**config.mk**
```make
export PLATFORM = sky130hd
export DESIGN_NAME = orc_top
export DESIGN_NICKNAME = d
export VERILOG_FILES = /design/src/inc/orc_pkg.sv /design/src/design/orc_edge_track.sv /design/src/design/orc_top.sv
export VERILOG_INCLUDE_DIRS = /design/src /design/src/inc
export SDC_FILE = /design/constraint.sdc
export NUM_CORES = 1
export LEC_CHECK = 0
export ABC_AREA = 0
export BUFFER_PORTS_ARGS = -buffer_cell sky130_fd_sc_hd__buf_2
export CORE_UTILIZATION = 52
export DETAILED_ROUTE_END_ITERATION = 12
export PLACE_DENSITY = 0.84
export SYNTH_ARGS = -nofsm -noshare
export SYNTH_HDL_FRONTEND = slang
export SYNTH_SLANG_ARGS = --single-unit
```
**constraint.sdc**
```tcl
create_clock -name clk -period 3.1 [get_ports clk]
set_clock_uncertainty 0.05 [all_clocks]
set_input_delay 0.31 -clock clk [delete_from_list [all_inputs] [get_ports clk]]
set_output_delay 0.31 -clock clk [all_outputs]
set_load 0.01 [all_outputs]
```
**src/inc/orc_defines.svh**
```systemverilog
// Purpose: constants for the overload relay trip control block
// Assumes: percentages are unsigned bytes, 1 LSB = 1 %
// Notes: refresh window is a cycle count of the bus clock
`ifndef ORC_DEFINES_SVH
`define ORC_DEFINES_SVH
`define ORC_OFS_HOST_CTRL     4'h0
`define ORC_BIT_RUN           0
`define ORC_BIT_RTRIP         1
`define ORC_BIT_RELAY_EN      2
`define ORC_BIT_AUTO          3
`define ORC_BIT_RUN_SHORT     0
`define ORC_BIT_RUN_LONG      6
`define ORC_PCT_TRIP          8'h6E
`define ORC_PCT_LOW           8'h64
`define ORC_TRIP_NONE         3'h0
`define ORC_TRIP_UNBAL        3'h3
`define ORC_TRIP_RELAY        3'h5
`define ORC_TRIP_REMOTE       3'h6
`define ORC_REFRESH_US        100
`define ORC_CLK_MHZ           100
`define ORC_REFRESH_CYC       (`ORC_REFRESH_US * `ORC_CLK_MHZ)
`define ORC_PROF_MIN          4'h1
`define ORC_PROF_MAX          4'h9
`define ORC_PROF_BASIC_MAX    4'h3
`define ORC_PROF_SHORT_MAX    4'h6
`endif

```
**src/inc/orc_pkg.sv**
```systemverilog
// Purpose: types for the overload relay trip control block
// Assumes: nothing beyond the defines header
// Notes: profile groups select the acknowledge bit
package orc_pkg;
	typedef enum logic [1:0] {
		ORC_GRP_BASIC,
		ORC_GRP_SHORT,
		ORC_GRP_LONG,
		ORC_GRP_NONE
	} orc_group_t;
	typedef enum logic [1:0] {
		ORC_ST_IDLE,
		ORC_ST_TRIPPED,
		ORC_ST_REMOTE
	} orc_state_t;
endpackage

```
**src/design/orc_edge_track.sv**
```systemverilog
// Purpose: per-bit edge detector on received control bytes
// Assumes: upd marks a new byte from the bus on the same clock
// Notes: rise and fall are one-cycle pulses per update
`timescale 1ns/1ns
`default_nettype none
module orc_edge_track (
	// Clock and reset
	input  wire logic       clk,
	input  wire logic       rst,
	// Received byte
	input  wire logic       upd,
	input  wire logic [7:0] data,
	// Edge pulses
	output logic      [7:0] rise,
	output logic      [7:0] fall
);
	logic [7:0] prev;

	always_ff @(posedge clk) begin
		if (rst) begin
			prev <= 8'h00;
		end else if (upd) begin
			prev <= data;
		end
	end

	genvar i;
	generate
		for (i = 0; i < 8; i++) begin : g_bit
			always_comb begin
				rise[i] = upd && data[i] && !prev[i];
				fall[i] = upd && !data[i] && prev[i];
			end
		end
	endgenerate
endmodule
`default_nettype wire

```
**src/design/orc_top.sv**
```systemverilog
// Purpose: overload relay trip and acknowledge control of a soft starter
// Assumes: host byte and breaker data arrive on the clk domain
// Notes: outputs are input bytes 1..3 fields and a run enable
// Summary of operation
// - Byte 2 reports relative current, 0..255 %
// - Byte 3 reports breaker thermal image
// - Trip at 110 %, 100 % with unbalance
// - Unbalance trip raises image 100 to 110
// - Control byte: run, trip, enable, auto
// - Run falling 1 to 0 acknowledges fault
// - Remote trip raises external fault, stops starter with param set
// - Remote trip shows reason code 6 continuously
// - Trip and relay bits only profiles 1-9
// - Relay stops starter at 110 % image
// - Relay works only with auto selector
// - Disable during relay trip keeps code 5
// - Link fault or switch-on disables breaker relay
// - Relay enable must be refreshed cyclically
// - Unbalance switch-off clears below 100 %
// - Ack needed at 110 % in manual mode
// - Code 5 while image at least 110 %
// - Ack by clearing per-profile run bit
// - Auto mode bit clears ack needed
// - Relay disable only below 100 %
// - Switch-on blocked until ack and below 100
// - Auto mode ready below 100 %, no ack
// - Code 5 clears below 100; 6 remote
`timescale 1ns/1ns
`default_nettype none
`include "orc_defines.svh"
module orc_top (
	// Clock and reset
	input  wire logic       clk,
	input  wire logic       rst,
	// Host control byte write
	input  wire logic       host_wr,
	input  wire logic [3:0] host_addr,
	input  wire logic [7:0] host_control_byte,
	// Extra control bytes for profiles 4-9
	input  wire logic [7:0] extra_ctrl_byte,
	input  wire logic [3:0] profile,
	// Breaker data
	input  wire logic [7:0] breaker_current,
	input  wire logic [7:0] breaker_heat,
	input  wire logic       phase_unbalance,
	input  wire logic       breaker_link_ok,
	input  wire logic       selector_auto,
	// Starter status
	input  wire logic       starter_switch_on,
	input  wire logic       external_fault_response_param,
	// Reported bytes
	output logic      [7:0] relative_current,
	output logic      [7:0] motor_heat_image,
	output logic      [2:0] trip_reason,
	output logic            acknowledge_needed,
	// Starter and breaker control
	output logic            starter_run,
	output logic            external_fault,
	output logic            breaker_relay_enable
);
	import orc_pkg::*;

	logic [7:0] ctrl;
	logic [7:0] host_masked;
	logic       upd;
	logic [7:0] rise;
	logic [7:0] fall;
	logic [7:0] erise;
	logic [7:0] efall;
	logic [13:0] refresh_cnt;
	logic       relay_fresh;
	logic       relay_active;
	logic       relay_trip;
	logic       remote_trip;
	logic       unbal_trip;
	logic       next_relay_trip;
	logic       prof_ok;
	logic       run_cmd;
	logic       run_fall;
	logic       hot;
	logic       warm;
	logic       auto_mode;
	orc_group_t grp;

	assign upd = host_wr && (host_addr == `ORC_OFS_HOST_CTRL);
	// Bits 4-7 are unused and ignored
	assign host_masked = {4'h0, host_control_byte[3:0]};

	orc_edge_track u_host (
		.clk  (clk),
		.rst  (rst),
		.upd  (upd),
		.data (host_masked),
		.rise (rise),
		.fall (fall)
	);

	orc_edge_track u_extra (
		.clk  (clk),
		.rst  (rst),
		.upd  (host_wr),
		.data (extra_ctrl_byte),
		.rise (erise),
		.fall (efall)
	);

	always_ff @(posedge clk) begin
		if (rst) begin
			ctrl <= 8'h00;
		end else if (upd) begin
			ctrl <= host_masked;
		end
	end

	always_comb begin
		prof_ok = (profile >= `ORC_PROF_MIN) &&
			(profile <= `ORC_PROF_MAX);
		if (profile <= `ORC_PROF_BASIC_MAX) begin
			grp = ORC_GRP_BASIC;
		end else if (profile <= `ORC_PROF_SHORT_MAX) begin
			grp = ORC_GRP_SHORT;
		end else if (profile <= `ORC_PROF_MAX) begin
			grp = ORC_GRP_LONG;
		end else begin
			grp = ORC_GRP_NONE;
		end
	end

	// Run bit and its acknowledging fall, per profile group
	always_comb begin
		unique case (grp)
		ORC_GRP_BASIC: begin
			run_cmd  = ctrl[`ORC_BIT_RUN];
			run_fall = fall[`ORC_BIT_RUN];
		end
		ORC_GRP_SHORT: begin
			run_cmd  = extra_ctrl_byte[`ORC_BIT_RUN_SHORT];
			run_fall = efall[`ORC_BIT_RUN_SHORT];
		end
		ORC_GRP_LONG: begin
			run_cmd  = extra_ctrl_byte[`ORC_BIT_RUN_LONG];
			run_fall = efall[`ORC_BIT_RUN_LONG];
		end
		ORC_GRP_NONE: begin
			run_cmd  = extra_ctrl_byte[0];
			run_fall = 1'b0;
		end
		endcase
	end

	assign hot  = breaker_heat >= `ORC_PCT_TRIP;
	assign warm = breaker_heat >= `ORC_PCT_LOW;
	assign auto_mode = ctrl[`ORC_BIT_AUTO];

	// Enable must be rewritten within the refresh window
	always_ff @(posedge clk) begin
		if (rst) begin
			refresh_cnt <= 14'h0000;
		end else if (upd && host_control_byte[`ORC_BIT_RELAY_EN]) begin
			refresh_cnt <= 14'(`ORC_REFRESH_CYC);
		end else if (refresh_cnt != 14'h0000) begin
			refresh_cnt <= refresh_cnt - 14'h0001;
		end
	end

	assign relay_fresh = (refresh_cnt != 14'h0000) &&
		ctrl[`ORC_BIT_RELAY_EN];
	// Disable is held off while image is 100 % or more
	always_ff @(posedge clk) begin
		if (rst) begin
			relay_active <= 1'b0;
		end else if (!prof_ok || !selector_auto) begin
			relay_active <= 1'b0;
		end else if (relay_fresh) begin
			relay_active <= 1'b1;
		end else if (!warm) begin
			relay_active <= 1'b0;
		end
	end

	always_comb begin
		next_relay_trip = relay_trip;
		if (relay_active && hot) begin
			next_relay_trip = 1'b1;
		end else if (!warm) begin
			next_relay_trip = 1'b0;
		end
	end

	always_ff @(posedge clk) begin
		if (rst) begin
			relay_trip <= 1'b0;
		end else begin
			relay_trip <= next_relay_trip;
		end
	end

	// Breaker-side trip under unbalance at 100 %
	always_ff @(posedge clk) begin
		if (rst) begin
			unbal_trip <= 1'b0;
		end else if (phase_unbalance && warm) begin
			unbal_trip <= 1'b1;
		end else if (!warm) begin
			unbal_trip <= 1'b0;
		end
	end

	// Remote trip: set on rising edge, cleared by run fall
	always_ff @(posedge clk) begin
		if (rst) begin
			remote_trip <= 1'b0;
		end else if (prof_ok && rise[`ORC_BIT_RTRIP]) begin
			remote_trip <= 1'b1;
		end else if (run_fall) begin
			remote_trip <= 1'b0;
		end
	end

	assign external_fault = remote_trip;

	// Set wins over clear
	always_ff @(posedge clk) begin
		if (rst) begin
			acknowledge_needed <= 1'b0;
		end else if (relay_active && hot && !auto_mode) begin
			acknowledge_needed <= 1'b1;
		end else if (auto_mode || run_fall) begin
			acknowledge_needed <= 1'b0;
		end
	end

	always_ff @(posedge clk) begin
		if (rst) begin
			trip_reason <= `ORC_TRIP_NONE;
		end else if (remote_trip) begin
			trip_reason <= `ORC_TRIP_REMOTE;
		end else if (next_relay_trip) begin
			trip_reason <= `ORC_TRIP_RELAY;
		end else if (unbal_trip) begin
			trip_reason <= `ORC_TRIP_UNBAL;
		end else begin
			trip_reason <= `ORC_TRIP_NONE;
		end
	end

	always_ff @(posedge clk) begin
		if (rst) begin
			relative_current <= 8'h00;
			motor_heat_image <= 8'h00;
		end else begin
			relative_current <= breaker_current;
			if (unbal_trip && warm && !hot) begin
				motor_heat_image <= `ORC_PCT_TRIP;
			end else begin
				motor_heat_image <= breaker_heat;
			end
		end
	end

	// Run enable: blocked by relay or unbalance trip, remote trip with param set, or pending ack
	always_ff @(posedge clk) begin
		if (rst) begin
			starter_run <= 1'b0;
		end else if (remote_trip && external_fault_response_param) begin
			starter_run <= 1'b0;
		end else if (next_relay_trip || unbal_trip) begin
			starter_run <= 1'b0;
		end else if (acknowledge_needed) begin
			starter_run <= 1'b0;
		end else begin
			starter_run <= run_cmd;
		end
	end

	// Breaker relay off on link fault or starter switch-on
	always_ff @(posedge clk) begin
		if (rst) begin
			breaker_relay_enable <= 1'b0;
		end else if (!breaker_link_ok || starter_switch_on) begin
			breaker_relay_enable <= 1'b0;
		end else begin
			breaker_relay_enable <= relay_active;
		end
	end

	a_relay_trip_hot: assert property (@(posedge clk)
		disable iff (rst) relay_active && hot |=>
		trip_reason == `ORC_TRIP_RELAY || remote_trip)
		else $error("relay trip not reported");
	a_trip_clear: assert property (@(posedge clk)
		disable iff (rst) !warm && !remote_trip && !unbal_trip ##1 !warm
		|-> trip_reason == `ORC_TRIP_NONE)
		else $error("trip code not cleared");
	a_ack_set: assert property (@(posedge clk)
		disable iff (rst) relay_active && hot && !auto_mode |=>
		acknowledge_needed)
		else $error("ack not set");
	a_ack_auto: assert property (@(posedge clk)
		disable iff (rst) auto_mode && !(relay_active && hot) |=>
		!acknowledge_needed)
		else $error("ack not cleared by auto");
	a_block_run: assert property (@(posedge clk)
		disable iff (rst) acknowledge_needed |=> !starter_run)
		else $error("run while ack needed");
	a_remote_code: assert property (@(posedge clk)
		disable iff (rst) remote_trip |=> trip_reason == `ORC_TRIP_REMOTE)
		else $error("remote code missing");
	a_remote_edge: assert property (@(posedge clk)
		disable iff (rst) prof_ok && rise[`ORC_BIT_RTRIP] |=> external_fault)
		else $error("remote edge lost");
	a_breaker_off: assert property (@(posedge clk)
		disable iff (rst) !breaker_link_ok |=> !breaker_relay_enable)
		else $error("breaker relay left on");
	a_no_profile: assert property (@(posedge clk)
		disable iff (rst) !prof_ok |=> !relay_active)
		else $error("relay active outside profiles");
	c_relay_trip: cover property (@(posedge clk) relay_trip);
	c_remote: cover property (@(posedge clk) remote_trip);
	c_ack_run: cover property (@(posedge clk)
		acknowledge_needed ##1 !acknowledge_needed);
endmodule
`default_nettype wire

```
Word-level counts from Yosys, hierarchy flattened
Cells that the tools add are included.
{"block": "word_totals", "register_bits": 51, "in_bits": 48, "out_inout_bits": 23, "elab_cells": 93}
{"block": "classes", "n_addsub": 1, "order_cmp": 6, "n_eq_ne": 5, "muxes": 20, "n_reduce_logical": 45}
{"operator": "14-bit 2-to-1 mux", "n": 2}
{"operator": "1-bit logical AND", "n": 19}
{"operator": "8-bit by 7-bit greater-or-equal comparator with 1-bit output (second input constant)", "n": 2}
{"operator": "14-bit nonzero test", "n": 1}
{"operator": "14-bit by 1-bit subtractor with 14-bit output (second input constant)", "n": 1}
{"operator": "2-bit OR reduction", "n": 6}
{"operator": "1-bit 2-to-1 mux", "n": 10}
{"operator": "1-bit zero test", "n": 9}
{"operator": "7-bit 2-to-1 mux", "n": 1}
{"operator": "2-bit 2-to-1 mux", "n": 3}
{"operator": "3-bit 2-to-1 mux", "n": 2}
{"operator": "2-bit nonzero test", "n": 3}
{"operator": "2-bit == test (second input constant)", "n": 2}
{"operator": "4-bit by 1-bit greater-or-equal comparator with 1-bit output (second input constant)", "n": 1}
{"operator": "4-bit by 2-bit <= comparator with 1-bit output (second input constant)", "n": 1}
{"operator": "4-bit by 3-bit <= comparator with 1-bit output (second input constant)", "n": 1}
{"operator": "4-bit <= comparator (second input constant)", "n": 1}
{"operator": "4-bit zero test", "n": 1}
{"operator": "1-bit logical OR", "n": 4}
{"operator": "1-bit one-hot mux with 4 select lines", "n": 1}
{"operator": "4-bit OR reduction", "n": 1}
{"operator": "1-bit one-hot mux with 3 select lines", "n": 1}
{"operator": "2-bit by 1-bit == test with 1-bit output (second input constant)", "n": 1}
{"operator": "2-bit zero test", "n": 1}
{"operator": "other kinds (2)", "n": 2}

Logic depth before layout (Yosys ltp)
{"block": "depth", "ltp_word": 9, "mapped_depth": 7, "depth_no_buf": 6}

Cells and area by module
A second synthesis with hierarchy kept.
{"block": "unflattened", "cells_unflattened": 298, "hier_area_um2": 2711.4}
{"module": "orc_top", "n_inst": 1, "cells_per_inst": 194, "area_per_inst_um2": 1823.0, "seq_area_each_um2": 860.8}
{"module": "orc_edge_track", "n_inst": 2, "cells_per_inst": 52, "area_per_inst_um2": 444.2, "seq_area_each_um2": 160.2}

Least setup slack after synthesis
OpenSTA, ideal clock, no wires.
{"block": "synth_path", "path_type": "register -> register", "startpoint": "register refresh_cnt[0]", "endpoint": "register refresh_cnt[10]", "setup_ns": 0.074, "arrival_ns": 1.984, "required_ns": 2.976, "path_slack_ns": 0.992, "path_stages_with_launch": 8, "path_buffers": 1, "period_less_slack_ns": 2.108, "path_cell_list": "dfxtp_1 > inv_1 > ha_1 > or3b_2 > or3_1 > buf_2 > or4_1 > a31oi_1"}
{"block": "synth_between", "elab_chain_cells": 3, "elab_cells_between_ends": 5, "cone_classes": "1 x add/sub; 2 x mux; 2 x reduce/logical"}
{"element": "from (decl)", "line": "orc_top.sv:70", "rtl": "logic [13:0] refresh_cnt;"}
{"element": "from (signal assigned)", "line": "orc_top.sv:160", "rtl": "refresh_cnt <= 14'(`ORC_REFRESH_CYC);"}
{"element": "from (signal assigned)", "line": "orc_top.sv:162", "rtl": "refresh_cnt <= refresh_cnt - 14'h0001;"}
{"element": "14-bit by 1-bit subtractor with 14-bit output", "line": "orc_top.sv:162"}
{"element": "14-bit 2-to-1 mux", "line": "orc_top.sv:161", "rtl": "end else if (refresh_cnt != 14'h0000) begin"}
{"element": "14-bit 2-to-1 mux", "line": "orc_top.sv:159", "rtl": "end else if (upd && host_control_byte[`ORC_BIT_RELAY_EN]) begin"}
Several ways; a longest one is shown, not always the timed one. The select of a mux whose other input is x is not followed.
A chain may end at the register's enable or synchronous reset.

Final worst setup path
Ends and elaborated chain as after synthesis.

==> results.json <==
{
  "startpoint_type": "register",
  "wire_per_inst_um": 11.9,
  "ys_seq_area_share_pct": 49.6,
  "fin_crit_ps": 2270,
  "setup_violations": 0,
  "synth_cell_types": 43,
  "leakage_nw": 1.01,
  "viasPerCell": 5.45,
  "layout.nets": 313,
  "antenna_found_initial": 0,
  "track_usage_pct": 20.4,
  "fp.dieW_um": 61.8,
  "critPathKind": "register to register",
  "ant_nets": 0,
  "mostFrequentLayoutCells": "buf_2, dfxtp_1, a21oi_1, nand2_1, nor2b_1",
  "syn_avg_cell_area_um2": 9.20,
  "critPathMaxFanout": 10,
  "die_y_um": 61.8,
  "final_common_cell": "buf_2",
  "num_rows": 21,
  "port_buffers": 60,
  "hold_buffers": 0,
  "cts_tree": "built",
  "core_um2": 3390,
  "grt_pass1_vias": 1375,
  "critPathArrivalTime_ps": 2500,
  "vias": 1696,
  "setup_ws_ps": 833,
  "whs_path_depth": 2,
  "htreeDepth": 2,
  "clkTransAtPathRegs_ps": 120,
  "cts_setup_buffers": 0,
  "powerDensity_nw_per_um2": 736,
  "firstDrtPassIters": 4,
  "cts-resized-gates": 0,
  "cp_slowest_stage_delay_ps": 480,
  "io_pins": 71,
  "ys.flop_type": "dfxtp_1",
  "final.period_utilization_pct": 73.1,
  "slew_headroom_pct": 54.7,
  "finalSetupTns_ps": 0,
  "die_area_um2": 3820,
  "clk_latency_ps": 350,
  "synthArstFlopShare_pct": 0,
  "peakVddDrop_v": 0.000520,
  "cp_cell_sequence": "inv_1, ha_1, or3b_2, or3_1, or4_1, a31oi_1",
  "syn_area_um2": 1860,
  "dp_slack_ps": 866,
  "clockRootBuffer": "clkbuf_4",
  "numClockSinks": 46,
  "final_hold_viol_count": 0,
  "worstPathRequired_ps": 3340,
  "synth_seq_cells": 46,
  "fmax_mhz": 441,
  "slowest_stage": "or3b_2",
  "synth_nets": 251,
  "crit_path_end_kind": "register",
  "rsz0062_at_grt": "false",
  "synth_warnings": 0,
  "grt_max_degree": 35,
  "initial_core_util_pct": 54.8,
  "drt_iter0_drc": 117,
  "cts_buffer_depth": 2,
  "syn_inst": 202,
  "synth-edff-count": 0,
  "gp_congestion": 0.813,
  "worst_pin_slew_ps": 674,
  "hold_path_class": "input pin to register",
  "ff2ff_path_depth": 6,
  "num_antenna_cells": 0,
  "drc": 0,
  "drv_cap": 0,
  "grt_pass1_wl_um": 5720,
  "slew_viol_final": 0,
  "routed_wl_um": 3700,
  "status": "complete, no violations",
  "drive_above_1_share_pct": 27.2,
  "post-dp-hpwl_um": 2700,
  "cts-buffers-inserted": 5,
  "gr-total-overflow": 0,
  "syn2layout_area_growth_pct": 22.6,
  "fillers": 284
}
==> cells by family (layout without fill, tap and decap cells) <==
logic type | after synthesis | after routing | synth area share [%]
DFF | 46 | 46 | 49.6
adders and majority gates | 1 | 1 | 0.673
and+or+nand+nor | 83 | 83 | 25.7
muxes | 6 | 6 | 3.23
AOI/OAI and AO/OA | 51 | 51 | 17.5
buffers and inverters | 14 | 77 | 2.90
xor gates and xnor gates | 1 | 1 | 0.471
==> where the power goes <==
part           internal (mW)  switching [mW]  leakage (nW)
clock                  0.170           0.183        0.0385
combinational          0.241           0.318         0.590
sequential             0.679          0.0860         0.378
==> area by class of cell <==
cell class | instances | area, um2 | area share, %
sequential | 46 | 921 | 40.4
multi-input combinational | 142 | 883 | 38.8
timing repair buffer | 61 | 308 | 13.5
tap | 46 | 57.6 | 2.53
clock buffer | 6 | 41.3 | 1.81
clock inverter | 2 | 37.5 | 1.65
inverter | 8 | 30.0 | 1.32
==> worst paths after layout <==
check,from,endpoint,slack (ps)
setup / recovery,refresh_cnt[0]$_SDFFE_PP0P_,refresh_cnt[10]$_SDFFE_PP0P_,830
hold / removal,starter_switch_on,breaker_relay_enable$_SDFF_PP0_,60
setup reg to reg,refresh_cnt[0]$_SDFFE_PP0P_,refresh_cnt[10]$_SDFFE_PP0P_,830
hold reg to reg,u_host.prev[1]$_SDFFE_PP0N_,u_host.prev[1]$_SDFFE_PP0N_,430
==> worst max-delay path: cells and delay by family (launching register included) <==
kind | cells | cell delay [ps]
AND/OR/NAND/NOR | 3 | 1390
flip-flops | 1 | 350
AO/OA/AOI/OAI | 1 | 160
adder cells (fa/ha/maj) | 1 | 180
buffers and inverters | 1 | 80
==> metal layers <==
metal	part of all wire (%)	vias up	wire [um]	GRT usage, %
met3	5.9	4	218	5.80
met5	0	-	0	0
li1	-	866	-	-
met1	47	765	1740	25.8
met2	46	61	1700	33.8
met4	1.1	0	40	6.67
==> Yosys cell counts (all sizes together) (2+ instances only) <==
cell type / count / area [um2]
dfxtp: 46 / 921
nor4: 4 / 25.0
or3b: 2 / 17.5
o211a: 2 / 20.0
or3: 2 / 12.5
clkbuf: 5 / 18.8
inv: 8 / 30.0
or4: 4 / 33.8
nor3: 5 / 25.0
nand2b: 7 / 43.8
mux2i: 6 / 60.1
o21ai: 9 / 45.0
o31ai: 2 / 15.0
o41ai: 2 / 17.5
a31oi: 5 / 31.3
nor3b: 4 / 30.0
nor2: 7 / 26.3
a21oi: 18 / 90.1
nor2b: 14 / 87.6
nand2: 18 / 67.6
nand3: 8 / 40.0
a21o: 2 / 15.0
o211ai: 2 / 15.0
a211oi: 2 / 15.0
==> registers in the layout, summed over array words and instances (netlist names), 2 cells and up <==
register          count
trip_reason           3
relative_current      8
motor_heat_image      8
u_extra.prev          2
u_host.prev           4
refresh_cnt          14
==> metrics by stage <==
step / std cells / instance area (um2) / hold WS [ps] / power (mW) / util, %
after floorplan: 202 / 1860 / 338 / 1.19 / -
after global placement: 303 / 2200 / 390 / 1.31 / 64.9
after detailed placement: 303 / 2200 / 404 / 1.33 / 64.9
after CTS: 311 / 2280 / 34.0 / 1.69 / 67.2
after global routing: 311 / 2280 / 31.5 / 1.81 / 67.2
final: 311 / 2280 / 55.0 / 1.68 / 67.2
(Power assumes the default switching activity.)
